<file path="config.mk">
export PLATFORM = sky130hd
export DESIGN_NAME = lpmc_ctrl
export DESIGN_NICKNAME = d
export VERILOG_FILES = /design/src/rtl/lpmc_pkg.sv /design/src/rtl/lpmc_ctrl.sv
export SDC_FILE = /design/constraint.sdc
export NUM_CORES = 1
export LEC_CHECK = 0
export BUFFER_PORTS_ARGS = -buffer_cell sky130_fd_sc_hd__clkbuf_2
export CAP_MARGIN = 20
export CORE_UTILIZATION = 40
export CTS_BUF_LIST = sky130_fd_sc_hd__clkbuf_4 sky130_fd_sc_hd__clkbuf_8
export CTS_CLUSTER_DIAMETER = 100
export DETAILED_ROUTE_END_ITERATION = 10
export PLACE_DENSITY = 0.68
export SLEW_MARGIN = 10
export SYNTH_ARGS = -nofsm -noshare
export SYNTH_HDL_FRONTEND = slang
export SYNTH_SLANG_ARGS = --single-unit
</file>
<file path="constraint.sdc">
create_clock -name mclk -period 2.29 [get_ports mclk]
set_input_delay 0.1145 -clock mclk [delete_from_list [all_inputs] [get_ports mclk]]
set_output_delay 0.1145 -clock mclk [all_outputs]
set_load 0.005 [all_outputs]
</file>
<file path="src/rtl/lpmc_pkg.sv">
// package of constants and types for the low power mode controller
package lpmc_pkg;
  // ----------------------------------------
  // register map (offsets are byte addresses, compared directly with avs_address)
  // ----------------------------------------
  localparam logic [3:0] LPMC_SYS_CTRL_OFS = 4'h0;
  localparam logic [3:0] LPMC_TB_CTRL_OFS = 4'h4;
  localparam logic [3:0] LPMC_IRQ_EN_OFS = 4'h8;
  localparam logic [3:0] LPMC_STATUS_OFS = 4'hc;
  // ----------------------------------------
  // system_control_two fields
  // ----------------------------------------
  localparam int LPMC_FAST_OSC_BIT = 7;
  localparam int LPMC_SLOW_OSC_BIT = 6;
  localparam int LPMC_CLK_SEL_BIT = 5;
  localparam int LPMC_CPU_HALT_BIT = 4;
  localparam int LPMC_GEN_HALT_BIT = 2;
  localparam logic [7:0] LPMC_SYS_CTRL_RST = 8'h80;
  // ----------------------------------------
  // timebase_control fields
  // ----------------------------------------
  localparam int LPMC_TB_EN_BIT = 3;
  localparam int LPMC_TB_SEL_LSB = 0;
  localparam int LPMC_TB_SEL_W = 3;
  localparam logic [7:0] LPMC_TB_CTRL_RST = 8'h00;
  // ----------------------------------------
  // interrupt fields
  // ----------------------------------------
  localparam int LPMC_TB_IRQ_IDX = 6;
  localparam int LPMC_WDT_IRQ_IDX = 0;
  localparam int LPMC_MASTER_EN_BIT = 8;
  localparam logic [31:0] LPMC_ZERO = 32'h0;
  // halted pc points this many bytes past the halt request instruction
  localparam int LPMC_PC_STEP = 2;
  // ----------------------------------------
  // operating modes
  // ----------------------------------------
  typedef enum logic [2:0] {
    LPMC_FAST_ONLY_RUN,
    LPMC_FAST_DUAL_RUN,
    LPMC_SLOW_DUAL_RUN,
    LPMC_SLOW_ONLY_RUN
  } lpmc_run_t;
  typedef enum logic [2:0] {
    LPMC_RUN,
    LPMC_PERIPH_FAST_HALT,
    LPMC_PERIPH_SLOW_HALT,
    LPMC_TB_FAST_HALT,
    LPMC_TB_SLOW_HALT
  } lpmc_state_t;
endpackage

</file>
<file path="src/rtl/lpmc_ctrl.sv">
// low power operating mode controller with avalon-mm register slave
// Summary of operation
// - periph halts stop cpu and watchdog only
// - halts freeze memory, registers, psw, port latches
// - halted pc holds request address plus two
// - periph halt release clears request, restores run
// - reset pin low releases; restart fast_only_run
// - master off: enabled latch wakes, no vector
// - master on: enabled latch wakes and services
// - pending watchdog interrupt cancels halt entry
// - timebase halts clock only the timebase timer
// - timebase halt release clears request, restores run
// - timebase enabled at entry sets timebase latch
// - timebase halt ignores timebase_enable for entry/release
// - and-term zero: source falling edge wakes, no irq
// - and-term one: source falling edge wakes, services
// - timebase halt may be shorter than period
// - illegal oscillator disable applies system reset
`timescale 1ns/10ps
module lpmc_ctrl
  import lpmc_pkg::*;
#(
  parameter int NUM_IRQ = 8,
  parameter int PC_W = 16
) (
  input wire logic mclk,
  input wire logic rst,
  input wire logic clk_en,
  // avalon-mm slave
  input wire logic [3:0] avs_address,
  input wire logic avs_read,
  input wire logic avs_write,
  input wire logic [31:0] avs_writedata,
  output logic [31:0] avs_readdata,
  output logic avs_waitrequest,
  // cpu side
  input wire logic [PC_W-1:0] cpu_halt_pc,
  input wire logic [NUM_IRQ-1:0] irq_latch,
  input wire logic [NUM_IRQ-1:0] irq_latch_clear,
  input wire logic reset_pin_n,
  input wire logic [7:0] timebase_sources,
  output logic cpu_clk_en,
  output logic wdt_clk_en,
  output logic periph_clk_en,
  output logic timebase_clk_en,
  output logic state_hold,
  output logic [PC_W-1:0] resume_pc,
  output logic irq_service_req,
  output logic [NUM_IRQ-1:0] irq_latch_set,
  output logic fast_osc_enable,
  output logic slow_osc_enable,
  output logic main_clock_select,
  output logic clock_fault_reset
);
  // ----------------------------------------
  // parameter checks
  // ----------------------------------------
  // the timebase latch index and the master enable bit fix the flag count
  if (NUM_IRQ < 7 || NUM_IRQ > 8) begin : g_bad_irq
    $error("NUM_IRQ must be 7 or 8");
  end
  if (PC_W < 2 || PC_W > 16) begin : g_bad_pc
    $error("PC_W must be 2..16");
  end

  // ----------------------------------------
  // input synchronisers for pin sourced levels
  // ----------------------------------------
  logic [1:0] rstp_q;
  logic [7:0] tbs1_q, tbs2_q;
  logic tb_prev_q;
  always_ff @(posedge mclk) begin
    if (rst) begin
      rstp_q <= 2'h3;
      tbs1_q <= 8'h00;
      tbs2_q <= 8'h00;
    end else begin
      // the reset pin must act even while the block is frozen
      rstp_q <= {rstp_q[0], reset_pin_n};
      if (clk_en) begin
        tbs1_q <= timebase_sources;
        tbs2_q <= tbs1_q;
      end
    end
  end
  wire pin_reset = ~rstp_q[1];

  // ----------------------------------------
  // registers
  // ----------------------------------------
  logic [7:0] sys_q, tbc_q;
  logic [NUM_IRQ-1:0] ief_q;
  logic master_q;
  lpmc_state_t state_q, state_d;
  lpmc_run_t run_mode;
  logic [PC_W-1:0] pc_q;
  logic fault_q;

  wire fast_en = sys_q[LPMC_FAST_OSC_BIT];
  wire slow_en = sys_q[LPMC_SLOW_OSC_BIT];
  wire clk_sel = sys_q[LPMC_CLK_SEL_BIT];
  wire tb_en = tbc_q[LPMC_TB_EN_BIT];
  wire [LPMC_TB_SEL_W-1:0] tb_sel = tbc_q[LPMC_TB_SEL_LSB +: LPMC_TB_SEL_W];

  // ----------------------------------------
  // bus decode: one wait state on every access
  // ----------------------------------------
  logic ack_q;
  wire req = (avs_read | avs_write) & clk_en;
  // ack only counts on an enabled edge, so a frozen cycle never drops a write
  wire ack_now = ack_q & clk_en;
  wire wr_go = avs_write & ack_now;
  wire wr_sys = wr_go & (avs_address == LPMC_SYS_CTRL_OFS);
  wire wr_tbc = wr_go & (avs_address == LPMC_TB_CTRL_OFS);
  wire wr_ief = wr_go & (avs_address == LPMC_IRQ_EN_OFS);
  assign avs_waitrequest = ~ack_now;
  always_ff @(posedge mclk) begin
    if (rst) ack_q <= 1'b0;
    else if (clk_en) ack_q <= req & ~ack_q;
  end

  wire [31:0] rd_mux =
    (avs_address == LPMC_SYS_CTRL_OFS) ? {24'h0, sys_q} :
    (avs_address == LPMC_TB_CTRL_OFS) ? {24'h0, tbc_q} :
    (avs_address == LPMC_IRQ_EN_OFS) ? {23'h0, master_q, 8'(ief_q)} :
    (avs_address == LPMC_STATUS_OFS) ? {24'h0, 2'(run_mode), 3'(state_q), irq_latch[2:0]} :
    LPMC_ZERO;
  always_ff @(posedge mclk) begin
    if (rst) avs_readdata <= LPMC_ZERO;
    else if (clk_en && req && !ack_q) avs_readdata <= rd_mux;
  end

  // ----------------------------------------
  // wake and entry decisions
  // ----------------------------------------
  wire halted = (state_q != LPMC_RUN);
  wire irq_wake = |(irq_latch & ief_q);
  wire tb_now = tbs2_q[tb_sel];
  wire tb_fall = tb_prev_q & ~tb_now;
  wire tb_and = master_q & ief_q[LPMC_TB_IRQ_IDX] & tb_en;
  wire wdt_pend = irq_latch[LPMC_WDT_IRQ_IDX];
  wire new_cpu_halt = wr_sys & avs_writedata[LPMC_CPU_HALT_BIT];
  wire new_gen_halt = wr_sys & avs_writedata[LPMC_GEN_HALT_BIT];
  // a pending watchdog interrupt wins over entry; both-at-once is ignored
  wire enter_ok = ~halted & ~wdt_pend & ~(new_cpu_halt & new_gen_halt);
  wire periph_halt = (state_q == LPMC_PERIPH_FAST_HALT) | (state_q == LPMC_PERIPH_SLOW_HALT);
  wire tb_halt = (state_q == LPMC_TB_FAST_HALT) | (state_q == LPMC_TB_SLOW_HALT);
  wire release_p = periph_halt & irq_wake;
  wire release_t = tb_halt & tb_fall;

  always_comb begin
    state_d = state_q;
    if (release_p || release_t) begin
      state_d = LPMC_RUN;
    end else if (enter_ok && new_cpu_halt) begin
      state_d = clk_sel ? LPMC_PERIPH_SLOW_HALT : LPMC_PERIPH_FAST_HALT;
    end else if (enter_ok && new_gen_halt) begin
      state_d = clk_sel ? LPMC_TB_SLOW_HALT : LPMC_TB_FAST_HALT;
    end
  end

  // illegal oscillator combination after a write
  wire [7:0] sys_w = avs_writedata[7:0];
  wire bad_osc = wr_sys & ((~sys_w[LPMC_FAST_OSC_BIT] & ~sys_w[LPMC_SLOW_OSC_BIT]) |
    (~sys_w[LPMC_FAST_OSC_BIT] & ~sys_w[LPMC_CLK_SEL_BIT]) |
    (~sys_w[LPMC_SLOW_OSC_BIT] & sys_w[LPMC_CLK_SEL_BIT]));

  // ----------------------------------------
  // state registers
  // ----------------------------------------
  always_ff @(posedge mclk) begin
    if (rst || pin_reset) begin
      state_q <= LPMC_RUN;
      sys_q <= LPMC_SYS_CTRL_RST;
      tbc_q <= LPMC_TB_CTRL_RST;
      ief_q <= '0;
      master_q <= 1'b0;
      pc_q <= '0;
      tb_prev_q <= 1'b0;
      fault_q <= 1'b0;
    end else if (clk_en) begin
      state_q <= state_d;
      tb_prev_q <= tb_now;
      fault_q <= bad_osc;
      if (wr_sys) begin
        sys_q <= sys_w & ~(8'h1 << LPMC_CPU_HALT_BIT) & ~(8'h1 << LPMC_GEN_HALT_BIT);
        if (state_d != LPMC_RUN) begin
          sys_q[LPMC_CPU_HALT_BIT] <= new_cpu_halt;
          sys_q[LPMC_GEN_HALT_BIT] <= new_gen_halt;
        end
      end else if (release_p || release_t) begin
        sys_q[LPMC_CPU_HALT_BIT] <= 1'b0;
        sys_q[LPMC_GEN_HALT_BIT] <= 1'b0;
      end
      if (wr_tbc) tbc_q <= avs_writedata[7:0];
      if (wr_ief) begin
        ief_q <= avs_writedata[NUM_IRQ-1:0];
        master_q <= avs_writedata[LPMC_MASTER_EN_BIT];
      end
      if (!halted && state_d != LPMC_RUN) pc_q <= cpu_halt_pc + PC_W'(LPMC_PC_STEP);
    end
  end

  // mode tracking: run_mode is the mode the halt returns to
  always_comb begin
    if (clk_sel) run_mode = fast_en ? LPMC_SLOW_DUAL_RUN : LPMC_SLOW_ONLY_RUN;
    else run_mode = slow_en ? LPMC_FAST_DUAL_RUN : LPMC_FAST_ONLY_RUN;
  end

  // ----------------------------------------
  // outputs
  // ----------------------------------------
  assign cpu_clk_en = ~halted;
  assign wdt_clk_en = ~halted;
  assign periph_clk_en = ~tb_halt;
  assign timebase_clk_en = 1'b1;
  assign state_hold = halted;
  assign resume_pc = pc_q;
  // service only when master enable is on; otherwise execution just continues
  assign irq_service_req = ((release_p & master_q) | (release_t & tb_and)) & clk_en;
  // latch set on timebase-halt entry when the timebase is enabled
  generate
    for (genvar i = 0; i < NUM_IRQ; i++) begin : g_set
      if (i == LPMC_TB_IRQ_IDX) begin : g_tb
        assign irq_latch_set[i] = ~halted & (state_d == LPMC_TB_FAST_HALT ||
          state_d == LPMC_TB_SLOW_HALT) & tb_en & clk_en;
      end else begin : g_no
        assign irq_latch_set[i] = 1'b0;
      end
    end
  endgenerate
  assign fast_osc_enable = fast_en;
  assign slow_osc_enable = slow_en;
  assign main_clock_select = clk_sel;
  assign clock_fault_reset = fault_q;

  // ----------------------------------------
  // assertions
  // ----------------------------------------
  wire any_rst = rst | pin_reset;
endmodule

</file>
# Yosys cells after proc, flatten, opt, wreduce, memory -nomap -nowiden
# Index checks and enable logic that the tools add are counted.
# word_totals
reg_bits,97
latch_bits,0
ram_bits,0
rom_bits,0
input_bits,82
output_inout_bits,67
elab_cells,109
memories,0
# op_classes
add_sub_neg,1
mul,0
div_mod_pow,0
n_lt_le_gt_ge,1
n_eq_ne,9
n_shift,0
mux,19
bitwise_logic,45
reduce_logical,20
# op_table
op,n
AND 1 bit,27
two-way mux 9 bit,3
"adder 16 x 2 -> 16 bit, second input constant",1
two-way mux 3 bit,4
inverter 1 bit,11
AND reduction 2 bit,5
"== test 3 x 2 -> 1 bit, second input constant",3
AND 8 bit,1
"== test 4 bit, second input constant",2
two-way mux 1 bit,8
two-way mux 8 bit,1
OR reduction 8 bit,1
"== test 3 bit, second input constant",2
bitwise OR 1 bit,6
nonzero test 3 bit,2
logical AND 1 bit,5
"== test 4 x 3 -> 1 bit, second input constant",1
zero test 4 bit,1
"less-than comparator 3 x 4 -> 1 bit, second input constant",1
two-way mux 2 bit,2
binary-select mux 1 bit (select 3 bit),1
"== test 3 x 1 -> 1 bit, second input constant",1
logical OR 1 bit,3
zero test 1 bit,2
nonzero test 2 bit,1

# Longest topological paths before layout
# logic_depth
word_depth,16
ltp_mapped,7
mapped_depth_nobuf,6

# Worst setup path after synthesis
# OpenSTA, ideal clock, no wires.
# synth_timing
path_type,register to output
startpoint,reg state_q[1]
endpoint,out irq_latch_set[6]
t_arrival_ns,1.778
required_time_ns,2.176
slack_ns,0.398
path_stages_with_launch,7
n_path_buf,1
cell_sequence,dfxtp_1 -> buf_6 -> or4_4 -> and3b_2 -> a21oi_1 -> or3b_1 -> a21oi_1
# synth_between
elab_chain_cells,13
word_cells_on_any_way,24
classes_between,eq/ne: 6; mux: 3; bitwise: 10; reduce/logical: 5
# synth_rtl
element,line_no,rtl
"start, declared",lpmc_ctrl.sv:94,"lpmc_state_t state_q, state_d;"
"start signal, assigned",lpmc_ctrl.sv:182,state_q <= state_d;
nonzero test 3 bit,lpmc_ctrl.sv:136,wire halted = (state_q != LPMC_RUN);
inverter 1 bit,"lpmc_ctrl.sv:145, lpmc_ctrl.sv:225",
AND 1 bit (2 in series),lpmc_ctrl.sv:145,wire enter_ok = ~halted & ~wdt_pend & ~(new_cpu_halt & new_gen_halt);
logical AND 1 bit,lpmc_ctrl.sv:157,end else if (enter_ok && new_gen_halt) begin
two-way mux 3 bit,lpmc_ctrl.sv:157,
two-way mux 3 bit,lpmc_ctrl.sv:155,end else if (enter_ok && new_cpu_halt) begin
two-way mux 3 bit,lpmc_ctrl.sv:153,if (release_p || release_t) begin
== test 3 x 2 -> 1 bit or == test 3 bit (tied branches),"lpmc_ctrl.sv:225, lpmc_ctrl.sv:226",
logical OR 1 bit,lpmc_ctrl.sv:225,assign irq_latch_set[i] = ~halted & (state_d == LPMC_TB_FAST_HALT ||
AND 1 bit (*),lpmc_ctrl.sv:225,
AND 1 bit (*) (2 in series),lpmc_ctrl.sv:226,state_d == LPMC_TB_SLOW_HALT) & tb_en & clk_en;
"end, declared",lpmc_ctrl.sv:49,"output logic [NUM_IRQ-1:0] irq_latch_set,"
# Mark *: on every way between the ends. The rest lies on a longest branch, timed or not.

# Final worst setup path
# layout_timing
startpoint,reg state_q[0]
endpoint,out irq_latch_set[6]
# Same word-level chain as after synthesis.

==> flow_summary.ini <==
[worst_setup_path]
crit_type = flip-flop to output pin
cp_max_fo = 3
crit_arrival_ps = 2220
crit_path_end_kind = output pin
worst_setup_path_start_kind = flip-flop
required_ps = 2180

[clocking]
cts_root_buffer = clkbuf_8
h-tree-depth = 3
insertion_delay_ps = 340
cts_sinks = 74
clock_path_buffers = 2
clkSlewWorstSetupHoldPaths_ps = 80
cts_tree = yes
cts_buffers = 9

[timing]
rsz0062_at_grt = yes
worst_hold_slack_ps = 5.52
period_minus_slack_ps = 2340
drv_slew = 0
period_share_pct = 102
setup_viol = 1
hold_viol = 0
skew_ps = 10.4
relSlewSlack_pct = 51.0
fmaxAchievable_mhz = 428
fin_ws_ps = -45.2
tightest_slew_ps = 733

[floorplan]
start_util_pct = 41.6
die_h_um = 97.7
boundaryPins = 149
die_x_um = 97.7
rows = 34
dieArea_mm2 = 0.00955
core-area_mm2 = 0.00881

[yosys]
yosys_register_bits = 74
yosys.area.top_type_share_pct = 40.4
syn_area_mm2 = 0.00366
ys_types = 48
yosys-top-cells-area = dfxtp_1, mux2i_1, buf_4, nor2_1, nand2_1
postSynthCellCount = 427
synth_area_leader_cell = dfxtp_1
synth_edf_count = 0
synth_ff_type = dfxtp_1
synthArstFlopShare_pct = 0
avgSynthCellArea_um2 = 8.58
synthTopCellsByCount = dfxtp_1, nor2_1, nand2_1
ys_warn_count = 0
yosysSeqAreaShare_pct = 40.4
post-synth-top-count-cell = dfxtp_1

[final_layout]
drive_above_1_share_pct = 27.1
layout.cells.non_filler = 628
n_antenna_cell = 0
nNetsFinal = 599
final_util_pct = 49.9
synthToLayoutAreaGrowth_pct = 20.0

[global_routing]
grt_overflow = 0
grt_pass1_wl_um = 14600
antenna_found_initial = 0
grt_pass1_vias = 3086
grt_usage_pct = 19.3
grt_max_degree = 31

[power]
power_density_mw_per_mm2 = 612
vdd_drop_max_uv = 303
p_total_mw = 2.69
power_leakage_nw = 1.88

[outcome]
status = finished with violations
failed_checks = design-rule violations, negative setup slack

[flow_run]
drv_cap = 0

[drt]
wl_um = 8910
dr.pass1.iters = 7
via_per_inst = 5.17
drtIter0Drc = 141
route.vias.total = 3245
wire_per_inst_um = 14.2
postRouteAntennaNets = 0
drc = 10

[place]
place_ws_ps = 228
gp_congestion = 0.835
dp_hpwl_um = 6530
placed_cells = 603
portBuffers = 86

[hold_path]
holdCritPathClass = input port to flip-flop
==> registers in the layout (all words and copies together), names as in the netlist, 3 cells and up <==
signal,flops
avs_readdata,9
ief_q,8
resume_pc,16
state_q,3
sys_q,8
tbc_q,8
tbs1_q,8
tbs2_q,8
==> through the flow <==
step                      setup TNS (ps)  cell area (um^2)
after global routing                -116              4400
after detailed placement               0              4070
after global placement                 0              4070
after CTS                          -66.4              4380
after floorplan                        0              3770
final                              -45.2              4400
==> routing by layer <==
metal | track usage, % | wire length, um | vias to the layer above
met5 | 0 | 0 | -
met4 | 7.69 | 186 | 0
met3 | 5.61 | 715 | 14
met2 | 33.6 | 4280 | 131
met1 | 22.3 | 3730 | 1496
li1 | - | - | 1604
==> power breakdown <==
part           internal [mW]  switching (mW)
Sequential              1.31          0.0141
Combinational          0.110           0.154
Clock                  0.635           0.468
==> area by class of cell <==
cell class	instances	area [um^2]
multi-input combinational	317	1930
tap	108	135
inverter	6	22.5
sequential	74	1490
clock buffer	10	138
clock inverter	5	78.8
timing repair buffer	108	608
fill	883	4410
==> what timing repair did <==
| item | CTS | global route |
|---|---|---|
| pin swaps | 4 | 3 |
| resized for setup | 6 | 2 |
| hold endpoints to repair | 4 | 1 |
| buffers inserted | 5 | 0 |
| hold buffers | 4 | 1 |
| endpoints found under the setup margin | 1 | 1 |
==> final timing paths <==
kind         cells past startpoint  slack, ps               startpoint                   endpoint
min                              3          6      timebase_sources[1]     tbs1_q[1]$_SDFFE_PP0P_
min reg2reg                      1        410     rstp_q[0]$_SDFF_PP1_       rstp_q[1]$_SDFF_PP1_
max reg2reg                      7        270       ack_q$_SDFFE_PP0P_  resume_pc[2]$_SDFFE_PP0P_
max                              6        -50  state_q[0]$_SDFFE_PP0P_           irq_latch_set[6]
==> critical path, stage by stage, from the launching register on <==
cell and delay, ps:
dfxtp_4 350, or4_4 510, and3b_2 290, a21oi_2 70
or3b_1 390, a21oi_2 140, buf_2 130
==> logic make-up (layout without fill, tap and decap cells) <==
group | count (synthesis) | after routing | share of synthesized area [%]
other | 2 | 31 | 0.205
and+or+nand+nor | 149 | 149 | 18.7
buffers and inverters | 65 | 129 | 10.5
AOI/OAI and AO/OA | 83 | 83 | 15.2
DFF | 74 | 74 | 40.4
xor gates and xnor gates | 15 | 15 | 3.59
muxes | 38 | 38 | 11.0
adders and majority gates | 1 | 1 | 0.341
==> layout by cell type (no fill, tap or decap), types with 6 or more instances in the layout <==
cell	synthesis	layout
xor2_1	6	6
a211oi_1	18	18
a21oi_1	26	24
clkbuf_2	0	85
nor2_1	59	59
nand2_1	37	37
clkbuf_8	0	10
mux2i_1	30	30
nor3_1	6	6
a22o_1	8	8
nand2b_1	6	6
a22oi_1	13	13
nand3_1	18	18
mux2_2	7	7
xnor2_1	9	9
dfxtp_1	74	72
buf_4	32	17
conb_1	2	31
Power figures use the tool's default switching activity.
